## config.mk

```make
export PLATFORM = sky130hd
export DESIGN_NAME = power_mode_template_control
export DESIGN_NICKNAME = d
export VERILOG_FILES = /design/src/rtl/pm_template_pkg.sv /design/src/rtl/xtal_refresh_timer.sv /design/src/rtl/power_mode_template_control.sv
export SDC_FILE = /design/constraint.sdc
export NUM_CORES = 2
export LEC_CHECK = 0
export ABC_AREA = 1
export BUFFER_PORTS_ARGS = -buffer_cell sky130_fd_sc_hd__buf_4
export CAP_MARGIN = 20
export CORE_ASPECT_RATIO = 1.5
export CORE_MARGIN = 5
export CORE_UTILIZATION = 48
export CTS_CLUSTER_DIAMETER = 60
export CTS_CLUSTER_SIZE = 25
export DETAILED_ROUTE_END_ITERATION = 10
export GPL_ROUTABILITY_DRIVEN = 1
export PLACE_DENSITY = 0.65
export SLEW_MARGIN = 15
export SYNTH_ARGS = -nofsm -noshare
export SYNTH_HDL_FRONTEND = slang
export SYNTH_SLANG_ARGS = --single-unit
```

## constraint.sdc

```tcl
create_clock -name clk_sys -period 3.7 [get_ports clk_sys]
set_input_delay 0.185 -clock clk_sys [delete_from_list [all_inputs] [get_ports clk_sys]]
set_output_delay 0.185 -clock clk_sys [all_outputs]
set_load 0.02 [all_outputs]
```

## src/rtl/pm_template_pkg.sv

```systemverilog
// power mode template control: shared constants, types and register map
// assumes an axi4-lite master with 32-bit data; one aligned word per register
package pm_template_pkg;

  // ----------------------------------------------------------------
  // sizes
  // ----------------------------------------------------------------
  localparam int NUM_TEMPLATES = 14;
  localparam int TEMPLATE_WIDTH = 8;
  localparam int ADDR_WIDTH = 8;

  // ----------------------------------------------------------------
  // register offsets (byte addresses)
  // ----------------------------------------------------------------
  localparam logic [7:0] OFS_ACTIVE_BASE = 8'h00; // 14 words, 0x00..0x34
  localparam logic [7:0] OFS_ALTMODE_BASE = 8'h40; // 14 words, 0x40..0x74
  localparam logic [7:0] OFS_MODE_CTRL = 8'h80;
  localparam logic [7:0] OFS_OSC_CTRL = 8'h84;
  localparam logic [7:0] OFS_LVD_CTRL = 8'h88;
  localparam logic [7:0] OFS_BOOST_CTRL = 8'h8c;
  localparam logic [7:0] OFS_STATUS = 8'h90;

  // ----------------------------------------------------------------
  // field positions
  // ----------------------------------------------------------------
  localparam int MODE_REQ_LSB = 0; // 2-bit requested mode
  localparam int OSC_XTAL_LP_BIT = 0;
  localparam int OSC_FAST_START_BIT = 1;
  localparam int OSC_SAVE_CLOCKS_BIT = 2;
  localparam int LVD_DIG_EN_BIT = 0;
  localparam int LVD_ANA_EN_BIT = 1;
  localparam int LVD_RST_OPT_BIT = 2;
  localparam int LVD_THRESH_LSB = 4; // 4-bit threshold
  localparam int BOOST_STANDBY_BIT = 0;
  localparam int BOOST_THUMB_BIT = 1;

  // ----------------------------------------------------------------
  // reset values
  // ----------------------------------------------------------------
  localparam logic [TEMPLATE_WIDTH-1:0] TEMPLATE_RST = 8'h00;
  localparam logic [31:0] OSC_CTRL_RST = 32'h0000_0002; // fast start on
  localparam logic [31:0] LVD_CTRL_RST = 32'h0000_0000;
  localparam logic [31:0] BOOST_CTRL_RST = 32'h0000_0002; // refresh on

  // ----------------------------------------------------------------
  // timing and frequency figures
  // ----------------------------------------------------------------
  localparam int SLEEP_OSC_MHZ = 12;
  localparam int FAST_START_MHZ = 48;
  localparam int NORMAL_START_MHZ = 12;
  localparam int CLK_SYS_MHZ = 100;
  localparam int XTAL_HZ = 32768;
  localparam int REFRESH_XTAL_TICKS = 32; // boost refresh period, crystal ticks

  // ----------------------------------------------------------------
  // types
  // ----------------------------------------------------------------
  typedef enum logic [1:0] {
    MODE_ACTIVE,
    MODE_ALTERNATE,
    MODE_SLEEP,
    MODE_HIBERNATE
  } power_mode_t;

  typedef enum logic [1:0] {
    XTAL_OFF,
    XTAL_NORMAL,
    XTAL_LOW_POWER
  } xtal_power_t;

  typedef struct packed {
    logic [7:0] oscMhz;
    logic digitalClkGate;
  } clk_sel_t;

  typedef struct packed {
    logic standby;
    logic refreshPulse;
  } boost_out_t;

endpackage

```

## src/rtl/xtal_refresh_timer.sv

```systemverilog
// boost refresh pulse generator timed from the crystal tick
// assumes xtalTick is a one-cycle pulse already synchronised to clk_sys
`timescale 1ns/100ps
module xtal_refresh_timer
  import pm_template_pkg::*;
#(
  parameter int TICKS = REFRESH_XTAL_TICKS
) (
  input wire logic clk_sys,
  input wire logic srst,
  input wire logic clkEn,
  input wire logic run,
  input wire logic xtalTick,
  output logic pulse
);

  initial begin
    if (TICKS < 1 || TICKS > 65535) begin
      $error("xtal_refresh_timer: TICKS out of range");
    end
  end

  logic [15:0] count_ff;

  // ------------------------------------------------------------
  // count crystal ticks; restart whenever refresh is not wanted
  // ------------------------------------------------------------
  always_ff @(posedge clk_sys) begin
    if (srst) begin
      count_ff <= 16'h0000;
      pulse <= 1'b0;
    end else if (clkEn) begin
      pulse <= 1'b0;
      if (!run) begin
        count_ff <= 16'h0000;
      end else if (xtalTick) begin
        if (count_ff == 16'(TICKS - 1)) begin
          count_ff <= 16'h0000;
          pulse <= 1'b1;
        end else begin
          count_ff <= count_ff + 16'h0001;
        end
      end
    end
  end

endmodule

```

## src/rtl/power_mode_template_control.sv

```systemverilog
// power mode template control: per-mode subsystem power and clock gating
// assumes axi4-lite master on clk_sys; pin inputs arrive asynchronously
//
// Design decisions made here: the AXI4-Lite slave port and the register offsets.
`timescale 1ns/100ps
module power_mode_template_control
  import pm_template_pkg::*;
#(
  parameter int NUM_REGS = NUM_TEMPLATES,
  parameter int REG_WIDTH = TEMPLATE_WIDTH
) (
  input wire logic clk_sys,
  input wire logic srst,
  input wire logic clkEn,
  // axi4-lite slave
  input wire logic [ADDR_WIDTH-1:0] s_axi_awaddr,
  input wire logic s_axi_awvalid,
  output logic s_axi_awready,
  input wire logic [31:0] s_axi_wdata,
  input wire logic [3:0] s_axi_wstrb,
  input wire logic s_axi_wvalid,
  output logic s_axi_wready,
  output logic [1:0] s_axi_bresp,
  output logic s_axi_bvalid,
  input wire logic s_axi_bready,
  input wire logic [ADDR_WIDTH-1:0] s_axi_araddr,
  input wire logic s_axi_arvalid,
  output logic s_axi_arready,
  output logic [31:0] s_axi_rdata,
  output logic [1:0] s_axi_rresp,
  output logic s_axi_rvalid,
  input wire logic s_axi_rready,
  // subsystem interrupts and wake sources (asynchronous pins)
  input wire logic [NUM_REGS*REG_WIDTH-1:0] subsysIrq,
  input wire logic anyIrq,
  input wire logic lowVoltDig,
  input wire logic lowVoltAna,
  input wire logic sleepWake,
  input wire logic xtalTick,
  // gating outputs
  output logic [NUM_REGS*REG_WIDTH-1:0] subsysEnable,
  output power_mode_t powerMode,
  output xtal_power_t xtalPower,
  output clk_sel_t clkSel,
  output logic lvdDigEnable,
  output logic lvdAnaEnable,
  output logic lvdResetOpt,
  output logic [3:0] lvdThreshold,
  output logic lvdWake,
  output boost_out_t boostOut
);

  localparam int NBITS = NUM_REGS * REG_WIDTH;

  initial begin
    if (NUM_REGS < 1 || NUM_REGS > 16 || REG_WIDTH < 1 || REG_WIDTH > 32) begin
      $error("power_mode_template_control: template geometry unsupported");
    end
  end

  // ------------------------------------------------------------
  // pin synchronisers: stage one feeds only stage two
  // ------------------------------------------------------------
  logic [NBITS-1:0] irqMeta_ff, irqSync_ff;
  logic [4:0] pinMeta_ff, pinSync_ff;
  logic anyIrqS, lvdDigS, lvdAnaS, wakeS, xtalLevelS;
  logic xtalPrev_ff;

  always_ff @(posedge clk_sys) begin
    if (srst) begin
      irqMeta_ff <= '0;
      irqSync_ff <= '0;
      pinMeta_ff <= 5'h00;
      pinSync_ff <= 5'h00;
    end else if (clkEn) begin
      irqMeta_ff <= subsysIrq;
      irqSync_ff <= irqMeta_ff;
      pinMeta_ff <= {xtalTick, sleepWake, lowVoltAna, lowVoltDig, anyIrq};
      pinSync_ff <= pinMeta_ff;
    end
  end

  assign anyIrqS = pinSync_ff[0];
  assign lvdDigS = pinSync_ff[1];
  assign lvdAnaS = pinSync_ff[2];
  assign wakeS = pinSync_ff[3];
  assign xtalLevelS = pinSync_ff[4];

  // crystal edge detect on the synchronised level
  always_ff @(posedge clk_sys) begin
    if (srst) begin
      xtalPrev_ff <= 1'b0;
    end else if (clkEn) begin
      xtalPrev_ff <= xtalLevelS;
    end
  end

  // ------------------------------------------------------------
  // axi4-lite write path: address and data taken in either order
  // ------------------------------------------------------------
  logic awHeld_ff, wHeld_ff;
  logic [ADDR_WIDTH-1:0] awAddr_ff;
  logic [31:0] wData_ff;
  logic [3:0] wStrb_ff;
  logic doWrite;
  logic [ADDR_WIDTH-1:0] wrAddr;

  assign doWrite = awHeld_ff && wHeld_ff && !s_axi_bvalid;
  assign wrAddr = awAddr_ff;

  always_ff @(posedge clk_sys) begin
    if (srst) begin
      awHeld_ff <= 1'b0;
      wHeld_ff <= 1'b0;
      awAddr_ff <= '0;
      wData_ff <= 32'h0000_0000;
      wStrb_ff <= 4'h0;
      s_axi_awready <= 1'b0;
      s_axi_wready <= 1'b0;
      s_axi_bvalid <= 1'b0;
      s_axi_bresp <= 2'h0;
    end else if (clkEn) begin
      s_axi_awready <= !awHeld_ff && !s_axi_awready && s_axi_awvalid;
      s_axi_wready <= !wHeld_ff && !s_axi_wready && s_axi_wvalid;
      if (s_axi_awready && s_axi_awvalid) begin
        awHeld_ff <= 1'b1;
        awAddr_ff <= s_axi_awaddr;
      end
      if (s_axi_wready && s_axi_wvalid) begin
        wHeld_ff <= 1'b1;
        wData_ff <= s_axi_wdata;
        wStrb_ff <= s_axi_wstrb;
      end
      if (doWrite) begin
        s_axi_bvalid <= 1'b1;
        s_axi_bresp <= addrMapped(wrAddr) ? 2'h0 : 2'h2; // slverr when unmapped
      end else if (s_axi_bvalid && s_axi_bready) begin
        s_axi_bvalid <= 1'b0;
        awHeld_ff <= 1'b0;
        wHeld_ff <= 1'b0;
      end
    end
  end

  // ------------------------------------------------------------
  // address decode helpers
  // ------------------------------------------------------------
  function automatic logic addrMapped(input logic [ADDR_WIDTH-1:0] a);
    logic hit;
    hit = (a[1:0] == 2'h0) && ((a < 8'(OFS_ACTIVE_BASE + 4 * NUM_REGS))
      || (a >= OFS_ALTMODE_BASE && a < 8'(OFS_ALTMODE_BASE + 4 * NUM_REGS))
      || (a >= OFS_MODE_CTRL && a <= OFS_STATUS));
    return hit;
  endfunction

  // byte-lane merge for narrow control words
  function automatic logic [31:0] merge(input logic [31:0] old, input logic [31:0] d,
                                        input logic [3:0] s);
    logic [31:0] r;
    r = old;
    for (int b = 0; b < 4; b++) begin
      if (s[b]) begin
        r[8*b +: 8] = d[8*b +: 8];
      end
    end
    return r;
  endfunction

  // ------------------------------------------------------------
  // template banks: writes act at once, reset clears them
  // ------------------------------------------------------------
  logic [NBITS-1:0] actBank_ff, altBank_ff;

  genvar gi;
  generate
    for (gi = 0; gi < NUM_REGS; gi++) begin : g_tmpl
      logic [7:0] actOfs, altOfs;
      logic [REG_WIDTH-1:0] irqBits;
      assign actOfs = 8'(OFS_ACTIVE_BASE + 4 * gi);
      assign altOfs = 8'(OFS_ALTMODE_BASE + 4 * gi);
      assign irqBits = irqSync_ff[gi*REG_WIDTH +: REG_WIDTH];
      always_ff @(posedge clk_sys) begin
        if (srst) begin
          actBank_ff[gi*REG_WIDTH +: REG_WIDTH] <= TEMPLATE_RST;
          altBank_ff[gi*REG_WIDTH +: REG_WIDTH] <= TEMPLATE_RST;
        end else if (clkEn) begin
          // interrupt set is ORed after the write so it wins a collision
          if (doWrite && wrAddr == actOfs) begin
            actBank_ff[gi*REG_WIDTH +: REG_WIDTH] <=
              wData_ff[REG_WIDTH-1:0] | irqBits;
          end else begin
            actBank_ff[gi*REG_WIDTH +: REG_WIDTH] <=
              actBank_ff[gi*REG_WIDTH +: REG_WIDTH] | irqBits;
          end
          if (doWrite && wrAddr == altOfs) begin
            altBank_ff[gi*REG_WIDTH +: REG_WIDTH] <=
              wData_ff[REG_WIDTH-1:0] | irqBits;
          end else begin
            altBank_ff[gi*REG_WIDTH +: REG_WIDTH] <=
              altBank_ff[gi*REG_WIDTH +: REG_WIDTH] | irqBits;
          end
        end
      end
    end
  endgenerate

  // ------------------------------------------------------------
  // control registers
  // ------------------------------------------------------------
  logic [31:0] oscCtrl_ff, lvdCtrl_ff, boostCtrl_ff;

  always_ff @(posedge clk_sys) begin
    if (srst) begin
      oscCtrl_ff <= OSC_CTRL_RST;
      lvdCtrl_ff <= LVD_CTRL_RST;
      boostCtrl_ff <= BOOST_CTRL_RST;
    end else if (clkEn && doWrite) begin
      if (wrAddr == OFS_OSC_CTRL) begin
        oscCtrl_ff <= merge(oscCtrl_ff, wData_ff, wStrb_ff) & 32'h0000_0007;
      end
      if (wrAddr == OFS_LVD_CTRL) begin
        lvdCtrl_ff <= merge(lvdCtrl_ff, wData_ff, wStrb_ff) & 32'h0000_00f7;
      end
      if (wrAddr == OFS_BOOST_CTRL) begin
        boostCtrl_ff <= merge(boostCtrl_ff, wData_ff, wStrb_ff) & 32'h0000_0003;
      end
    end
  end

  // ------------------------------------------------------------
  // power mode machine
  // ------------------------------------------------------------
  power_mode_t nxt_mode;
  logic modeWrite;
  power_mode_t reqMode;
  logic lvdWakeNow;

  assign modeWrite = doWrite && wrAddr == OFS_MODE_CTRL && wStrb_ff[0];
  assign reqMode = power_mode_t'(wData_ff[MODE_REQ_LSB +: 2]);
  // enabled detector, digital or analog, is a sleep wake source
  assign lvdWakeNow = (lvdCtrl_ff[LVD_DIG_EN_BIT] && lvdDigS)
    || (lvdCtrl_ff[LVD_ANA_EN_BIT] && lvdAnaS);

  always_comb begin
    nxt_mode = powerMode;
    case (powerMode)
      MODE_ACTIVE: begin
        if (modeWrite) begin
          nxt_mode = reqMode;
        end
      end
      MODE_ALTERNATE: begin
        if (anyIrqS) begin
          nxt_mode = MODE_ACTIVE;
        end else if (modeWrite) begin
          nxt_mode = reqMode;
        end
      end
      MODE_SLEEP: begin
        if (wakeS || anyIrqS || lvdWakeNow) begin
          nxt_mode = MODE_ACTIVE;
        end
      end
      MODE_HIBERNATE: begin
        if (wakeS) begin
          nxt_mode = MODE_ACTIVE;
        end
      end
      default: nxt_mode = MODE_ACTIVE;
    endcase
  end

  always_ff @(posedge clk_sys) begin
    if (srst) begin
      powerMode <= MODE_ACTIVE;
    end else if (clkEn) begin
      powerMode <= nxt_mode;
    end
  end

  // ------------------------------------------------------------
  // gating outputs, registered from next mode and the current bank registers so a
  // mode change swaps every enable together
  // ------------------------------------------------------------
  logic [NBITS-1:0] nxt_enable;

  always_comb begin
    case (nxt_mode)
      MODE_ACTIVE: nxt_enable = actBank_ff;
      MODE_ALTERNATE: nxt_enable = altBank_ff;
      default: nxt_enable = '0;
    endcase
  end

  always_ff @(posedge clk_sys) begin
    if (srst) begin
      subsysEnable <= '0;
    end else if (clkEn) begin
      subsysEnable <= nxt_enable;
    end
  end

  // boost pins share one struct; each half keeps a single driver
  logic boostStandby_ff;
  logic refreshPulse;
  assign boostOut = '{standby: boostStandby_ff, refreshPulse: refreshPulse};

  // crystal power and clock choice follow the mode; boost standby follows its control bit
  always_ff @(posedge clk_sys) begin
    if (srst) begin
      xtalPower <= XTAL_NORMAL;
      clkSel <= '{oscMhz: 8'(FAST_START_MHZ), digitalClkGate: 1'b0};
      boostStandby_ff <= 1'b0;
    end else if (clkEn) begin
      case (nxt_mode)
        MODE_SLEEP: begin
          xtalPower <= oscCtrl_ff[OSC_XTAL_LP_BIT] ? XTAL_LOW_POWER : XTAL_NORMAL;
          clkSel <= '{oscMhz: 8'(SLEEP_OSC_MHZ),
                      digitalClkGate: oscCtrl_ff[OSC_SAVE_CLOCKS_BIT]};
        end
        MODE_HIBERNATE: begin
          xtalPower <= XTAL_OFF;
          clkSel <= '{oscMhz: 8'(SLEEP_OSC_MHZ), digitalClkGate: 1'b1};
        end
        default: begin
          xtalPower <= XTAL_NORMAL;
          clkSel <= '{oscMhz: oscCtrl_ff[OSC_FAST_START_BIT] ? 8'(FAST_START_MHZ)
                              : 8'(NORMAL_START_MHZ), digitalClkGate: 1'b0};
        end
      endcase
      boostStandby_ff <= boostCtrl_ff[BOOST_STANDBY_BIT];
    end
  end

  // detector enables and wake flag
  always_ff @(posedge clk_sys) begin
    if (srst) begin
      lvdDigEnable <= 1'b0;
      lvdAnaEnable <= 1'b0;
      lvdResetOpt <= 1'b0;
      lvdThreshold <= 4'h0;
      lvdWake <= 1'b0;
    end else if (clkEn) begin
      lvdDigEnable <= lvdCtrl_ff[LVD_DIG_EN_BIT];
      lvdAnaEnable <= lvdCtrl_ff[LVD_ANA_EN_BIT];
      lvdResetOpt <= lvdCtrl_ff[LVD_RST_OPT_BIT];
      lvdThreshold <= lvdCtrl_ff[LVD_THRESH_LSB +: 4];
      lvdWake <= (powerMode == MODE_SLEEP) && lvdWakeNow;
    end
  end

  // boost refresh only while asleep with standby and refresh enabled
  xtal_refresh_timer u_refresh (
    .clk_sys(clk_sys),
    .srst(srst),
    .clkEn(clkEn),
    .run((powerMode == MODE_SLEEP) && boostCtrl_ff[BOOST_STANDBY_BIT]
         && boostCtrl_ff[BOOST_THUMB_BIT]),
    .xtalTick(xtalLevelS && !xtalPrev_ff),
    .pulse(refreshPulse)
  );

  // ------------------------------------------------------------
  // axi4-lite read path, one cycle after address acceptance
  // ------------------------------------------------------------
  logic [31:0] rdMux;

  always_comb begin
    rdMux = 32'h0000_0000;
    for (int i = 0; i < NUM_REGS; i++) begin
      if (s_axi_araddr == 8'(OFS_ACTIVE_BASE + 4 * i)) begin
        rdMux = 32'(actBank_ff[i*REG_WIDTH +: REG_WIDTH]);
      end
      if (s_axi_araddr == 8'(OFS_ALTMODE_BASE + 4 * i)) begin
        rdMux = 32'(altBank_ff[i*REG_WIDTH +: REG_WIDTH]);
      end
    end
    case (s_axi_araddr)
      OFS_MODE_CTRL: rdMux = {30'h0, powerMode};
      OFS_OSC_CTRL: rdMux = oscCtrl_ff;
      OFS_LVD_CTRL: rdMux = lvdCtrl_ff;
      OFS_BOOST_CTRL: rdMux = boostCtrl_ff;
      OFS_STATUS: rdMux = {26'h0, lvdAnaS, lvdDigS, xtalPower, powerMode};
      default: ;
    endcase
  end

  always_ff @(posedge clk_sys) begin
    if (srst) begin
      s_axi_arready <= 1'b0;
      s_axi_rvalid <= 1'b0;
      s_axi_rdata <= 32'h0000_0000;
      s_axi_rresp <= 2'h0;
    end else if (clkEn) begin
      s_axi_arready <= !s_axi_arready && !s_axi_rvalid && s_axi_arvalid;
      if (s_axi_arready && s_axi_arvalid) begin
        s_axi_rvalid <= 1'b1;
        s_axi_rdata <= rdMux;
        s_axi_rresp <= addrMapped(s_axi_araddr) ? 2'h0 : 2'h2;
      end else if (s_axi_rvalid && s_axi_rready) begin
        s_axi_rvalid <= 1'b0;
      end
    end
  end

endmodule

```

==> results.sh <==
export IMPL_status="finished clean"
export IMPL_placed_cells=4856
export IMPL_fmaxAchievable_ghz=0.315
export IMPL_min_period_ns=3.17
export IMPL_netlist_area_um2=28500
export IMPL_synth_top_area_share=0.457
export IMPL_worstSetupEndpointType="register"
export IMPL_wirelength_mm=96.5
export IMPL_crit_fanout=33
export IMPL_async_reset_ff_frac=0
export IMPL_layout_setup_ws_ns=0.526
export IMPL_max_cap_viol_count=0
export IMPL_cts_root_buffer="clkbuf_16"
export IMPL_power_density_nw_per_um2=428
export IMPL_grt_use_total=0.286
export IMPL_num_rows=109
export IMPL_placed_cell_area_um2=31100
export IMPL_crit_path_start_kind="register"
export IMPL_finalHoldViolCount=0
export IMPL_chipHeight_um=308
export IMPL_syn_instance_count=3994
export IMPL_synth_cell_types=47
export IMPL_setup_viol=0
export IMPL_ys_seq_elements=650
export IMPL_grt_max_degree=216
export IMPL_cts_tree="yes"
export IMPL_cts_buffers=38
export IMPL_core_um2=58900
export IMPL_layout_cells_non_filler=5062
export IMPL_ir_worst_vdd_uv=359
export IMPL_ys_warn_count=0
export IMPL_yosysTopAreaCell="dfxtp_1"
export IMPL_post_route_period_util=0.858
export IMPL_ioPinCount=353
export IMPL_worstPathCellList="nor2_1 -> inv_2 -> nor3_2 -> nand2_1 -> nor3_2 -> nand3_1 -> nand2_1 -> clkinv_2 -> nand2_2 -> buf_4 -> o21ai_0 -> o221ai_1 -> inv_1"
export IMPL_grt_pass1_vias=26600
export IMPL_avgSynthCellArea_um2=7.13
export IMPL_drtPass1Iterations=7
export IMPL_drt_iter0_markers=2686
export IMPL_clk_latency_ns=0.60
export IMPL_seq_area_frac_synth=0.457
export IMPL_initial_core_util=0.484
export IMPL_cpMaxStageDelayCell="buf_4"
export IMPL_regArea_um2=13000
export IMPL_diodes=0
export IMPL_slew_violations=0
export IMPL_fp_dieW_um=209
export IMPL_min_path_type="input pin to register"
export IMPL_cpPeakStageDelay_ns=0.45
export IMPL_place_ws_ns=0.595
export IMPL_cts_buffer_depth=3
export IMPL_skew_ns=0.0212
export IMPL_arrival_ns=3.66
export IMPL_fin_nets=4438
export IMPL_swShare=0.285
export IMPL_total_power_mw=14.5
export IMPL_multiInputGateArea_um2=12600
export IMPL_path_clk_slew_ns=0.10
export IMPL_ys_top_cells_by_count="dfxtp_1, nand2_1, inv_1"
export IMPL_die_area_um2=64400
export IMPL_synthToLayoutAreaGrowth_pct=18.6
export IMPL_grt_pass1_wl_mm=149
export IMPL_drive_above_1_share=0.109
export IMPL_drc_errors=0
export IMPL_critPathRequiredTime_ns=4.18
export IMPL_synth_ff_type="dfxtp_1"
export IMPL_power_leakage_nw=14.9
export IMPL_grt_antenna_before_repair=0
export IMPL_p_sw_mw=4.12
export IMPL_slew_headroom=0.249
export IMPL_via_per_inst=5.56
export IMPL_power_frac_comb=0.128
export IMPL_htree_levels=2
export IMPL_fill_cells=5752
export IMPL_port_buffers=295
export IMPL_synth_most_common_cell="dfxtp_1"
export IMPL_postRouteAntennaNets=0
export IMPL_grt_overflow=0
export IMPL_clock_sinks=650
export IMPL_intPower_mw=10.3
export IMPL_postLayoutCellArea_um2=33800
export IMPL_num_vias=28200
export IMPL_max_slew_worst_pin_slew_ns=1.13
export IMPL_post_drt_wl_per_cell_um=19.1
export IMPL_pwr_share_clk=0.342
export IMPL_synth_edff_count=0
export IMPL_tns_ns=0
export IMPL_critical_path_class="register to register"
export IMPL_synth_area_leaders="dfxtp_1, a21oi_1, nor3_1, nand2_1, o21ai_0"
export IMPL_dp_hpwl_mm=64.6
export IMPL_rsz0062_at_grt="false"
export IMPL_gp_congestion=0.905
export IMPL_pwr_share_seq=0.529
==> cell type report <==
class                           count  area share
Sequential cell                   650       0.385
Multi-Input combinational cell   2623       0.373
Tap cell                          777      0.0288
Inverter                          452      0.0507
Timing Repair Buffer              495       0.124
Clock inverter                     23     0.00814
Clock buffer                       42      0.0308
==> kinds of logic (layout without fill, tap and decap cells) <==
family,after synthesis,after routing,share of synthesized area
simple gates,1647,1647,0.254
compound gates,945,945,0.183
buf+inv,750,1012,0.105
flops,650,650,0.457
fa+ha+maj,1,1,0.000439
other cells,1,30,0.000132
==> final timing paths <==
path | from | endpoint | slack, ns | depth (start not counted)
min reg2reg | u_refresh.count_ff[15]$_SDFFE_PP0P_ | u_refresh.count_ff[15]$_SDFFE_PP0P_ | 0.45 | 1
max reg2reg | awAddr_ff[0]$_SDFFE_PP0P_ | subsysEnable[59]$_SDFFE_PP0P_ | 0.53 | 13
min | s_axi_awaddr[3] | awAddr_ff[3]$_SDFFE_PP0P_ | 0.04 | 3
max | awAddr_ff[0]$_SDFFE_PP0P_ | subsysEnable[59]$_SDFFE_PP0P_ | 0.53 | 13
==> power by group through the flow <==
stage | clock [mW] | sequential [mW] | combinational (mW)
after floorplan | 0 | 7.82 | 1.01
after global placement | 0 | 7.81 | 1.71
after detailed placement | 0 | 7.81 | 1.72
after CTS | 5.01 | 7.65 | 1.85
after global routing | 5.25 | 7.70 | 2.05
final | 4.95 | 7.65 | 1.86
==> layout by cell type (no fill, tap or decap), drive strengths merged <==
cell,instances
dfxtp,650
nand2,523
inv,457
nor2,439
a21oi,430
nor3,424
buf,353
o21ai,348
nand3,199
dlygate4sd3,141
o221ai,60
o211ai,55
nand4,51
clkbuf,43
conb,30
a211oi,21
clkinv,14
o22ai,7
a311oi,6
a31oi,5
o21a,4
nor4,3
nor3b,3
a31o,2
a221oi,2
or2,2
bufinv,2
clkinvlp,2
o21bai,1
and3,1
a21o,1
and2,1
a221o,1
a2111oi,1
a32oi,1
nand3b,1
ha,1
==> repair_timing <==
action                                  CTS  global route
gates resized for setup                   0             0
buffers inserted                          0             0
endpoints found under the setup margin    0             0
hold endpoints to repair                140             0
hold buffers                            141             0
==> metal layers <==
metal	vias to the layer above	global-route usage	share of wire
met5	-	0	0
met4	0	0.114	0.042
met3	179	0.0418	0.069
met2	963	0.479	0.47
met1	13200	0.373	0.41
li1	13800	-	-
==> sequential cells by signal (all words and copies together) (netlist names), 7 cells and up <==
name	count
actBank_ff	112
irqMeta_ff	112
irqSync_ff	112
u_refresh.count_ff	16
s_axi_rdata	8
subsysEnable	112
lvdCtrl_ff	7
awAddr_ff	8
wData_ff	8
altBank_ff	112
==> per-stage QoR <==
stage / hold WS [ns] / utilization
floorplan: 0.320 / -
global placement: 0.405 / 0.528
global route: 0.0591 / 0.574
finish: 0.0392 / 0.574
detailed placement: 0.411 / 0.528
CTS: 0.00248 / 0.574
==> worst max-delay path, delay by kind of cell (launching register included) <==
kind	cells	cell delay [ns]
compound gates	2	0.40
buf+inv	4	0.96
flops	1	0.32
simple gates	7	1.33
Power figures use the tool's default switching activity.
